==> src/verilog/lvs_pkg.sv <==
// Shared constants, types and helpers of the seven-to-one serializer.
// Assumes a 50 MHz system clock that oversamples the strobe clock pin.
package lvs_pkg;

    // ****************************************
    // Widths and layout
    // ****************************************
    localparam int WORD_W = 21;
    localparam int LANES = 3;
    localparam int SLOTS = 7;
    localparam int FIFO_DEPTH = 16;
    localparam int PCNT_W = 8;
    localparam int LOCK_CNT_W = 20;
    localparam logic [PCNT_W-1:0] PCNT_MAX = 8'hFF;
    localparam logic [2:0] SLOT_FIRST = 3'h0;
    localparam logic [2:0] SLOT_LAST = 3'h6;
    localparam logic [2:0] FCLK_HIGH_SLOTS = 3'h4;
    localparam logic [PCNT_W-1:0] SLOT_STEP = 8'h07;

    // ****************************************
    // Timing
    // ****************************************
    localparam int CLK_PERIOD_NS = 20;
    localparam int PLL_LOCK_TIME_MS = 10;
    localparam int PLL_LOCK_CYC = (PLL_LOCK_TIME_MS * 1000000 + CLK_PERIOD_NS - 1) / CLK_PERIOD_NS;
    localparam int POWERDOWN_DELAY_US = 100;
    localparam int POWERDOWN_DELAY_CYC = (POWERDOWN_DELAY_US * 1000) / CLK_PERIOD_NS;
    localparam int STROBE_PERIOD_MIN_PS = 13300;
    localparam int STROBE_PERIOD_MAX_PS = 66700;

    // ****************************************
    // Types
    // ****************************************
    typedef enum logic [2:0] {
        ST_DOWN = 3'b001,
        ST_ACQ  = 3'b010,
        ST_LOCK = 3'b100
    } lvs_state_e;

    typedef struct packed {
        logic [LANES-1:0] lane_p;
        logic [LANES-1:0] lane_n;
        logic clk_p;
        logic clk_n;
        logic oe;
    } lvs_lvds_s;

    typedef struct packed {
        logic strobe;
        logic pwr_n;
        logic [WORD_W-1:0] word;
    } lvs_pins_s;

    // Seven bits of one lane out of the parallel word
    function automatic logic [SLOTS-1:0] lvs_lane_bits(input logic [WORD_W-1:0] w, input int l);
        lvs_lane_bits = w[l*SLOTS +: SLOTS];
    endfunction

endpackage

==> src/verilog/lvs_sync.sv <==
// Three-stage synchroniser for pin inputs.
// Assumes the inputs are asynchronous to clk; stage one feeds only stage two.
`timescale 1ns/1ps
module lvs_sync #(
    parameter int W = 1
) (
    input wire logic clk,
    input wire logic rst_n,
    input wire logic ce,
    input wire logic [W-1:0] d,
    output logic [W-1:0] q2,
    output logic [W-1:0] q3
);
    import lvs_pkg::*;

    typedef struct packed {
        logic [W-1:0] s1;
        logic [W-1:0] s2;
        logic [W-1:0] s3;
    } lvs_sync_s;

    lvs_sync_s q_r;
    lvs_sync_s q_nxt;

    always_comb begin
        q_nxt = q_r;
        if (ce) begin
            q_nxt.s1 = d;
            q_nxt.s2 = q_r.s1;
            q_nxt.s3 = q_r.s2;
        end
    end

    always_ff @(posedge clk) begin
        if (!rst_n) begin
            q_r <= '0;
        end else begin
            q_r <= q_nxt;
        end
    end

    assign q2 = q_r.s2;
    assign q3 = q_r.s3;
endmodule

==> src/verilog/lvs_fifo.sv <==
// Word FIFO between strobe capture and the lane shifters.
// Assumes both sides on clk; in_ready and out_valid are combinational.
`timescale 1ns/1ps
module lvs_fifo #(
    parameter int W = 21,
    parameter int DEPTH = 16
) (
    input wire logic clk,
    input wire logic rst_n,
    input wire logic ce,
    input wire logic in_valid,
    output logic in_ready,
    input wire logic [W-1:0] in_data,
    output logic out_valid,
    input wire logic out_ready,
    output logic [W-1:0] out_data
);
    import lvs_pkg::*;

    localparam int AW = $clog2(DEPTH);

    typedef struct packed {
        logic [AW:0] wptr;
        logic [AW:0] rptr;
    } lvs_fifo_s;

    lvs_fifo_s q_r;
    lvs_fifo_s q_nxt;
    logic [W-1:0] mem [DEPTH];
    logic full;
    logic empty;
    logic push;
    logic pop;

    assign empty = (q_r.wptr == q_r.rptr);
    assign full = (q_r.wptr[AW] != q_r.rptr[AW]) && (q_r.wptr[AW-1:0] == q_r.rptr[AW-1:0]);
    assign in_ready = !full;
    assign out_valid = !empty;
    assign out_data = mem[q_r.rptr[AW-1:0]];
    assign push = ce && in_valid && !full;
    assign pop = ce && out_ready && !empty;

    always_comb begin
        q_nxt = q_r;
        if (push) begin
            q_nxt.wptr = q_r.wptr + 1'b1;
        end
        if (pop) begin
            q_nxt.rptr = q_r.rptr + 1'b1;
        end
    end

    always_ff @(posedge clk) begin
        if (push) begin
            mem[q_r.wptr[AW-1:0]] <= in_data;
        end
    end

    always_ff @(posedge clk) begin
        if (!rst_n) begin
            q_r <= '0;
        end else begin
            q_r <= q_nxt;
        end
    end
endmodule

==> src/verilog/lvs_serializer.sv <==
// Seven-to-one serializer: 21-bit word onto three lanes plus forwarded clock.
// Assumes a 50 MHz clk that oversamples the strobe pin; all pins are async.
`timescale 1ns/1ps
module lvs_serializer #(
    parameter int LOCK_CYCLES = lvs_pkg::PLL_LOCK_CYC
) (
    input wire logic clk,
    input wire logic rst_n,
    input wire logic ce,
    input wire logic strobe_clock_in,
    input wire logic power_down_n,
    input wire logic [lvs_pkg::WORD_W-1:0] parallel_word_in,
    input wire logic [lvs_pkg::WORD_W-1:0] parallel_word_float,
    output lvs_pkg::lvs_lvds_s lvds_out,
    output logic word_ready,
    output logic pll_locked
);
    import lvs_pkg::*;

    // ****************************************
    // State
    // ****************************************
    typedef struct packed {
        lvs_state_e st;
        logic strobe_lvl;
        logic pwr_lvl;
        logic [PCNT_W-1:0] pcnt;
        logic [PCNT_W-1:0] period;
        logic [PCNT_W-1:0] acc;
        logic [2:0] slot;
        logic [LANES-1:0][SLOTS-1:0] shreg;
        logic [LOCK_CNT_W-1:0] lock_cnt;
        logic [LANES-1:0] lane;
        logic fclk;
        logic oe;
    } lvs_core_s;

    lvs_core_s q_r;
    lvs_core_s q_nxt;

    lvs_pins_s pins;
    lvs_pins_s pins_q2;
    lvs_pins_s pins_q3;
    logic rise;
    logic push;
    logic pop;
    logic fifo_in_ready;
    logic fifo_out_valid;
    logic [WORD_W-1:0] fifo_dout;
    logic [PCNT_W-1:0] acc_sum;

    // ****************************************
    // Pin synchronisers
    // ****************************************
    always_comb begin
        pins.strobe = strobe_clock_in;
        pins.pwr_n = power_down_n;
        pins.word = parallel_word_in | parallel_word_float;
    end

    lvs_sync #(
        .W($bits(lvs_pins_s))
    ) u_sync (
        .clk(clk),
        .rst_n(rst_n),
        .ce(ce),
        .d(pins),
        .q2(pins_q2),
        .q3(pins_q3)
    );

    // Rising strobe once stages two and three agree high
    assign rise = (pins_q2.strobe == pins_q3.strobe) && pins_q3.strobe && !q_r.strobe_lvl;
    assign push = rise;
    assign pop = rise && q_r.pwr_lvl && fifo_out_valid;

    // ****************************************
    // Word buffer
    // ****************************************
    lvs_fifo #(
        .W(WORD_W),
        .DEPTH(FIFO_DEPTH)
    ) u_fifo (
        .clk(clk),
        .rst_n(rst_n),
        .ce(ce),
        .in_valid(push),
        .in_ready(fifo_in_ready),
        .in_data(pins_q3.word),
        .out_valid(fifo_out_valid),
        .out_ready(pop),
        .out_data(fifo_dout)
    );

    // ****************************************
    // Next state
    // ****************************************
    assign acc_sum = q_r.acc + SLOT_STEP;

    always_comb begin
        q_nxt = q_r;
        if (ce) begin
            if (pins_q2.strobe == pins_q3.strobe) begin
                q_nxt.strobe_lvl = pins_q3.strobe;
            end
            if (pins_q2.pwr_n == pins_q3.pwr_n) begin
                q_nxt.pwr_lvl = pins_q3.pwr_n;
            end

            // Strobe period measured in clk cycles
            if (rise) begin
                q_nxt.period = q_r.pcnt;
                q_nxt.pcnt = 8'h01;
            end else if (q_r.pcnt != PCNT_MAX) begin
                q_nxt.pcnt = q_r.pcnt + 8'h01;
            end

            // Seven slots per period from a fractional accumulator
            if (rise) begin
                q_nxt.slot = SLOT_FIRST;
                q_nxt.acc = '0;
                for (int l = 0; l < LANES; l++) begin
                    q_nxt.shreg[l] = pop ? lvs_lane_bits(fifo_dout, l) : '1;
                end
            end else if (q_r.slot != SLOT_LAST) begin
                if (acc_sum >= q_r.period) begin
                    q_nxt.slot = q_r.slot + 3'h1;
                    q_nxt.acc = acc_sum - q_r.period;
                    for (int l = 0; l < LANES; l++) begin
                        q_nxt.shreg[l] = {q_r.shreg[l][SLOTS-2:0], 1'b1};
                    end
                end else begin
                    q_nxt.acc = acc_sum;
                end
            end

            // Lock acquisition
            case (q_r.st)
                ST_DOWN: begin
                    q_nxt.lock_cnt = '0;
                    if (q_r.pwr_lvl) begin
                        q_nxt.st = ST_ACQ;
                    end
                end
                ST_ACQ: begin
                    if (!q_r.pwr_lvl) begin
                        q_nxt.st = ST_DOWN;
                    end else if (q_r.pcnt == PCNT_MAX || q_r.period == '0) begin
                        q_nxt.lock_cnt = '0;
                    end else if (q_r.lock_cnt == LOCK_CNT_W'(LOCK_CYCLES - 1)) begin
                        q_nxt.st = ST_LOCK;
                    end else begin
                        q_nxt.lock_cnt = q_r.lock_cnt + 1'b1;
                    end
                end
                ST_LOCK: begin
                    if (!q_r.pwr_lvl) begin
                        q_nxt.st = ST_DOWN;
                    end else if (q_r.pcnt == PCNT_MAX) begin
                        q_nxt.st = ST_ACQ;
                        q_nxt.lock_cnt = '0;
                    end
                end
                default: begin
                    q_nxt.st = ST_DOWN;
                    q_nxt.lock_cnt = '0;
                end
            endcase

            // Output stage
            for (int l = 0; l < LANES; l++) begin
                q_nxt.lane[l] = (q_nxt.st == ST_LOCK) ? q_nxt.shreg[l][SLOTS-1] : 1'b1;
            end
            q_nxt.fclk = (q_nxt.slot < FCLK_HIGH_SLOTS);
            q_nxt.oe = q_nxt.pwr_lvl;
        end
    end

    always_ff @(posedge clk) begin
        if (!rst_n) begin
            q_r <= '{st: ST_DOWN, slot: SLOT_LAST, shreg: '1, lane: '1, default: '0};
        end else begin
            q_r <= q_nxt;
        end
    end

    // ****************************************
    // Outputs
    // ****************************************
    always_comb begin
        lvds_out.lane_p = q_r.lane;
        lvds_out.lane_n = ~q_r.lane;
        lvds_out.clk_p = q_r.fclk;
        lvds_out.clk_n = ~q_r.fclk;
        lvds_out.oe = q_r.oe;
    end

    assign word_ready = fifo_in_ready;
    assign pll_locked = (q_r.st == ST_LOCK);
endmodule

==> config.mk <==
export PLATFORM = sky130hd
export DESIGN_NAME = lvs_serializer
export DESIGN_NICKNAME = d
export VERILOG_FILES = /design/src/verilog/lvs_pkg.sv /design/src/verilog/lvs_sync.sv /design/src/verilog/lvs_fifo.sv /design/src/verilog/lvs_serializer.sv
export SDC_FILE = /design/constraint.sdc
export NUM_CORES = 1
export LEC_CHECK = 0
export BUFFER_PORTS_ARGS = -buffer_cell sky130_fd_sc_hd__buf_2
export CAP_MARGIN = 15
export CORE_MARGIN = 2
export CORE_UTILIZATION = 50
export CTS_CLUSTER_DIAMETER = 30
export DETAILED_ROUTE_END_ITERATION = 12
export GPL_ROUTABILITY_DRIVEN = 0
export PLACE_DENSITY_LB_ADDON = 0.2
export SLEW_MARGIN = 10
export SYNTH_ARGS = -nofsm -noshare
export SYNTH_HDL_FRONTEND = slang
export SYNTH_SLANG_ARGS = --single-unit
==> constraint.sdc <==
create_clock -name clk -period 7.7 [get_ports clk]
set_clock_uncertainty 0.1 [all_clocks]
set_input_delay 0.77 -clock clk [delete_from_list [all_inputs] [get_ports clk]]
set_output_delay 0.77 -clock clk [all_outputs]
set_load 0.03 [all_outputs]
* After elaboration in Yosys (flattened, before gate mapping)
Memory sizes are Yosys's and may differ from the RTL's. A register that Yosys moved wholly into a read port is not among the register bits.
Index checks and enable logic that the tools add are counted.
** Storage, ports and cells
- Memories :: 1
- Word-level logic and storage cells :: 107
- Memory bits (writable) :: 336
- Output and inout bits :: 11
- Flip-flop bits (word level) :: 156
- Bits of input ports :: 47
** Operators by class
- $add $sub $neg :: 7
- Reduce and logical (&&, ||, !) cells :: 22
- Bitwise logic cells :: 3
- Eq/ne operators :: 19
- Muxes and demuxes :: 32
- Magnitude comparators :: 2
** Memories
- u_fifo.mem :: words 16, bits a word 21, read ports 1, clocked after Yosys merged registers in 1, write ports 1, line lvs_fifo.sv:29 : logic [W-1:0] mem [DEPTH];
** Operator list (count)
- $mux W20 :: 5
- $mux W32 :: 3
- $pmux W20 S2 :: 1
- $mux W24 :: 1
- $mux W8 :: 3
- $mux W3 :: 7
- $mux W7 :: 3
- $or A21 B21 Y21 :: 1
- $add A20 B1 Y20 const B :: 1
- $eq A20 B19 Y1 const B :: 1
- $add A5 B1 Y5 const B :: 2
- $reduce_and A2 Y1 :: 5
- $logic_and A1 B1 Y1 :: 9
- $pmux W3 S3 :: 1
- $add A8 B1 Y8 const B :: 1
- $add A8 B3 Y8 const B :: 1
- $eq A8 B8 Y1 const B :: 1
- $ge A8 B8 Y1 :: 1
- $logic_not A8 Y1 :: 1
- $mux W4 :: 2
- $ne A8 B8 Y1 const B :: 1
- $sub A8 B8 Y8 :: 1
- $eq A3 B3 Y1 const B :: 2
- $mux W1 :: 6
- 19 further kinds :: 25

* Longest topological paths before layout
- Depth in word-level cells :: 9
- Mapped depth :: 13
- Mapped depth without buffers :: 12

* By module
A second synthesis with hierarchy kept.
** Second synthesis, totals
- Cell total of the unflattened synthesis :: 1471
- Area total of the unflattened synthesis :: 20967.6 µm²
** By module, submodules not included
- lvs_fifo :: cells each 648, instances 1, seq. area each 10369.9 µm², area each 13571.8 µm²
- lvs_serializer :: cells each 555, instances 1, seq. area each 1541.5 µm², area each 4443.0 µm²
- lvs_sync :: cells each 268, instances 1, seq. area each 1381.3 µm², area each 2952.8 µm²

* Least setup slack after synthesis
OpenSTA, ideal clock, no wires.
- Kind :: input port to flip-flop
- Start point :: input ce
- End point :: memory u_fifo.mem[3][0] (enable)
- Library setup time :: 0.425 ns
- Data required time :: 7.175 ns
- Path slack :: 4.367 ns
- Buffers on the path :: 1
- Stages on the path :: 5
- Data arrival time :: 2.808 ns
- Cells stage by stage :: nand2_1 o21ba_2 buf_2 nand2_1 nor3_1
** On the way
- Longest elaborated chain between the ends :: 4
** Ends and longest elaborated chain
- from (decl) :: line lvs_serializer.sv:9 : input wire logic ce,
- $logic_and A1 B1 Y1 (2 in a row) :: line lvs_fifo.sv:40 : assign push = ce && in_valid && !full;
- $mux W1 :: line lvs_fifo.sv:54 : if (push) begin
- $mux W1 (not written as such) :: line lvs_fifo.sv:55 : mem[q_r.wptr[AW-1:0]] <= in_data;
- to (decl) :: line lvs_fifo.sv:29
No other way between the ends.

* Final worst setup path
- Start point :: register q_r[49] in the netlist's numbering
- End point :: register q_r[36] in the netlist's numbering
** On the way
- Longest elaborated chain between the ends :: 4
** Ends and longest elaborated chain
- from (decl) :: line lvs_serializer.sv:38 : lvs_core_s q_r;
- from (signal assigned) :: line lvs_serializer.sv:183 : q_r <= q_nxt;
- $add A8 B3 Y8 :: line lvs_serializer.sv:98 : assign acc_sum = q_r.acc + SLOT_STEP;
- $ge A8 B8 Y1 :: line lvs_serializer.sv:126 : if (acc_sum >= q_r.period) begin
- $ne A3 B1 Y1 (no source line)
- $reduce_and A3 Y1 (no source line)
No other way between the ends.
A chain may end at the register's enable or synchronous reset.

==> reports/metrics.cfg <==
[critical_path]
worstPathCellList=inv_1 > ha_1 > inv_1 > o21ai_0 > xnor2_1 > ha_1 > o21a_1 > o31a_1 > o31ai_4 > o221ai_2 > nand2_1 > o32a_1
rr_worst_depth=12
cp_slowest_cell=sky130_fd_sc_hd__nand2_1
cp_data_arrival_time_ns=4.08
worst-endpoint-required_ns=8.10
critical_path_class=register to register
worstReg2RegEnd=q_r[36]
slowest_delay_ns=0.63
start_kind=register
flop_to_flop_setup_slack_ns=4.03
worst_reg2reg_startpoint=q_r[49]
worst_setup_path_end_kind=register
worst-path-max-fanout=15

[routing]
routed_via_count=12000
firstDrtPassIters=5
via_per_inst=5.78
route.detailed.wl_per_inst_um=22.2
detail_route.drc_violations=0
drtIter0Drc=953
ant_nets=0
drt-total-wl_mm=46.0

[logic_synthesis]
synth_nets=1423
synth_edf_count=336
post_synth_num_cell_types=78
netlist.top_cell.by_area=sky130_fd_sc_hd__edfxtp_1
yosys_warnings=0
netlist_instances=1356
ys_ff_latch=496
syn-cell-area_um2=20100
synth.top_cell.area_share_pct=50.2
dominantRegCellSynth=sky130_fd_sc_hd__edfxtp_1
synth_seq_area_share_pct=66.1
synth_top_cells_by_area=sky130_fd_sc_hd__edfxtp_1, sky130_fd_sc_hd__dfxtp_1, sky130_fd_sc_hd__mux4_2
synth_area_per_cell_um2=14.8
async_flop_share_pct=0

[final_layout]
final_util_pct=61.3
layout-area-overhead-vs-synth_pct=21.1
layout.filler_cells=2929
final_net_count=1532
insertedDiodeCount=0
drive_above_1_share_pct=24.3
layout.cells.non_filler=2071

[pwr]
switchingPower_mw=2.02
worst_ir_drop_on_vdd_v=0.000302
leak_nw=7.84
cellPowerDensity_nw_per_um2=330
combinationalPowerShare_pct=10.5
swShare_pct=25.1
seq_power_share_pct=37.3
power_share_of_the_clock_group_pct=52.2
p_int_mw=6.02

[clock_network]
clkSinkCount=496
number_of_buffers_created_by_cts=96
cts.reportedPaths.clkPinSlew_ns=0.05
cts_max_path_buffers=3
h-tree-depth=3
cts_repair_resize_count=0
cts-root-buf=sky130_fd_sc_hd__clkbuf_16
cts_tree=yes
postCtsSetupRepairBufs=0
insertion_delay_ns=0.63
cts_stage_hold_buffer_count=0

[hold_path]
min_delay_worst_endpoint=u_sync.q_r[67]
worstHoldStart=power_down_n
worst_hold_path_type=input port to register
holdPathStages=3

[die]
rows=73
io-pin-count=58
die_height_um=205
core-area_um2=39700
die_width_um=205
floorplan.initialDensity_pct=50.6
die_area_um2=41800

[place]
post-place-cells=1891
port_buffers=57
hpwl_mm=26.9

[global_route]
grt_pass1_wl_mm=70.9
initial_antenna_violation_count=0
first_global_vias=12100
overflow=0
grt_max_degree=80
track_usage_pct=22.7

[run]
max-cap-violations=0

[sta]
setup_repair_after_global_routing_missed_its_margin=false
worst_pin_slew_ns=1.13
report.final.setup_viol=0
final.setup.tns_ns=0
timing.final.crit_period_ns=3.67
layout_worst_path_cycle_share_pct=47.7
slew_viol_final=0
fmaxAchievable_mhz=272
maxSlewHeadroom_pct=24.2
timing.final.hold_violations=0

[outcome]
run_status=finished, final reports clean

-- logic make-up after synthesis --
group,Yosys count,share of synthesized area (%)
XOR/XNOR,42,1.83
multiplexers,165,13.6
buffers and inverters,105,2.23
AND/OR/NAND/NOR,329,8.17
flip-flops,496,66.1
AO/OA/AOI/OAI,199,6.73
adder cells (fa/ha/maj),20,1.28
-- registers in the layout, summed over array words and instances (netlist names), named ones only --
name,count
u_fifo.mem,336
q_r,72
u_sync.q2,23
u_sync.q3,23
u_sync.q_r,23
u_fifo.q_r,10
lvds_out,5
-- power by group through the flow --
| stage | sequential, mW | combinational, mW | clock, mW |
|---|---|---|---|
| finish | 3.00 | 0.845 | 4.20 |
| global route | 3.01 | 0.927 | 4.40 |
| CTS | 3.00 | 0.829 | 4.25 |
| detailed placement | 3.05 | 0.822 | 0 |
| floorplan | 3.01 | 0.632 | 0 |
| global placement | 3.04 | 0.808 | 0 |
-- through the flow --
stage	power, mW	worst slack [ns]	hold slack [ns]	instance area [µm²]
CTS	8.08	4.05	0.257	24300
detailed placement	3.87	3.51	0.336	21000
finish	8.04	4.03	0.281	24300
floorplan	3.64	4.37	0.318	20100
global placement	3.85	3.57	0.328	21000
global route	8.33	3.80	0.274	24300
-- critical path: cells and delay by family, from the launching register on --
family	cells	cell delay [ns]
adder cells (fa/ha/maj)	2	0.59
buffers and inverters	2	0.14
AND/OR/NAND/NOR	1	0.63
AO/OA/AOI/OAI	6	1.52
flip-flops	1	0.39
XOR/XNOR	1	0.19
-- cells in the final DEF, fill, tap and decap left out, types with 31 or more instances in the layout --
master	count
sky130_fd_sc_hd__a21oi_1	52
sky130_fd_sc_hd__buf_2	56
sky130_fd_sc_hd__clkbuf_16	96
sky130_fd_sc_hd__dfxtp_1	157
sky130_fd_sc_hd__edfxtp_1	336
sky130_fd_sc_hd__inv_1	31
sky130_fd_sc_hd__mux2i_1	78
sky130_fd_sc_hd__mux4_2	87
sky130_fd_sc_hd__nand2_1	61
sky130_fd_sc_hd__nor2_1	124
sky130_fd_sc_hd__o21ai_0	42
-- synthesized netlist by cell type (all sizes together) (5+ instances only) --
cell type and count:
o211ai 7, mux2i 78, ha 19, mux4 87
a22oi 8, nand2 61, clkbuf 37, xnor2 30
nor2b 5, nor4 5, dfxtp 160, nor3 32
edfxtp 336, buf 36, nand4 10, a21oi 52
nand2b 11, o22ai 19, o21ai 48, and2 16
xor2 12, inv 31, nand3 27, o32a 15
nor2 136, o21a 9
-- layer usage --
metal  GRT usage, %  vias to the layer above  wire (µm)
li1               -                     5467          -
met1           30.1                     6083      19600
met2           37.3                      349      22700
met3           4.92                       72       2640
met4           7.45                        0        985
met5              0                        -          0
-- worst max path at each step --
stage                  startpoint           endpoint  depth (start not counted)
floorplan                      ce   u_fifo.mem[3][0]                          5
global placement               ce  u_fifo.mem[0][11]                          6
detailed placement             ce  u_fifo.mem[1][12]                          6
CTS                 u_sync.q2[22]   u_fifo.mem[1][8]                          8
global route              q_r[49]            q_r[36]                         12
finish                    q_r[49]            q_r[36]                         12
-- cell type report --
cell class / instances / area, µm² / area share (%)
Clock buffer: 123 / 2600 / 10.7
Sequential cell: 496 / 13300 / 54.6
Tap cell: 525 / 657 / 2.70
Timing Repair Buffer: 84 / 497 / 2.04
Clock inverter: 56 / 759 / 3.12
Multi-Input combinational cell: 755 / 6410 / 26.3
Inverter: 32 / 120 / 0.493
No activity file was read; power rests on OpenSTA's default activity.
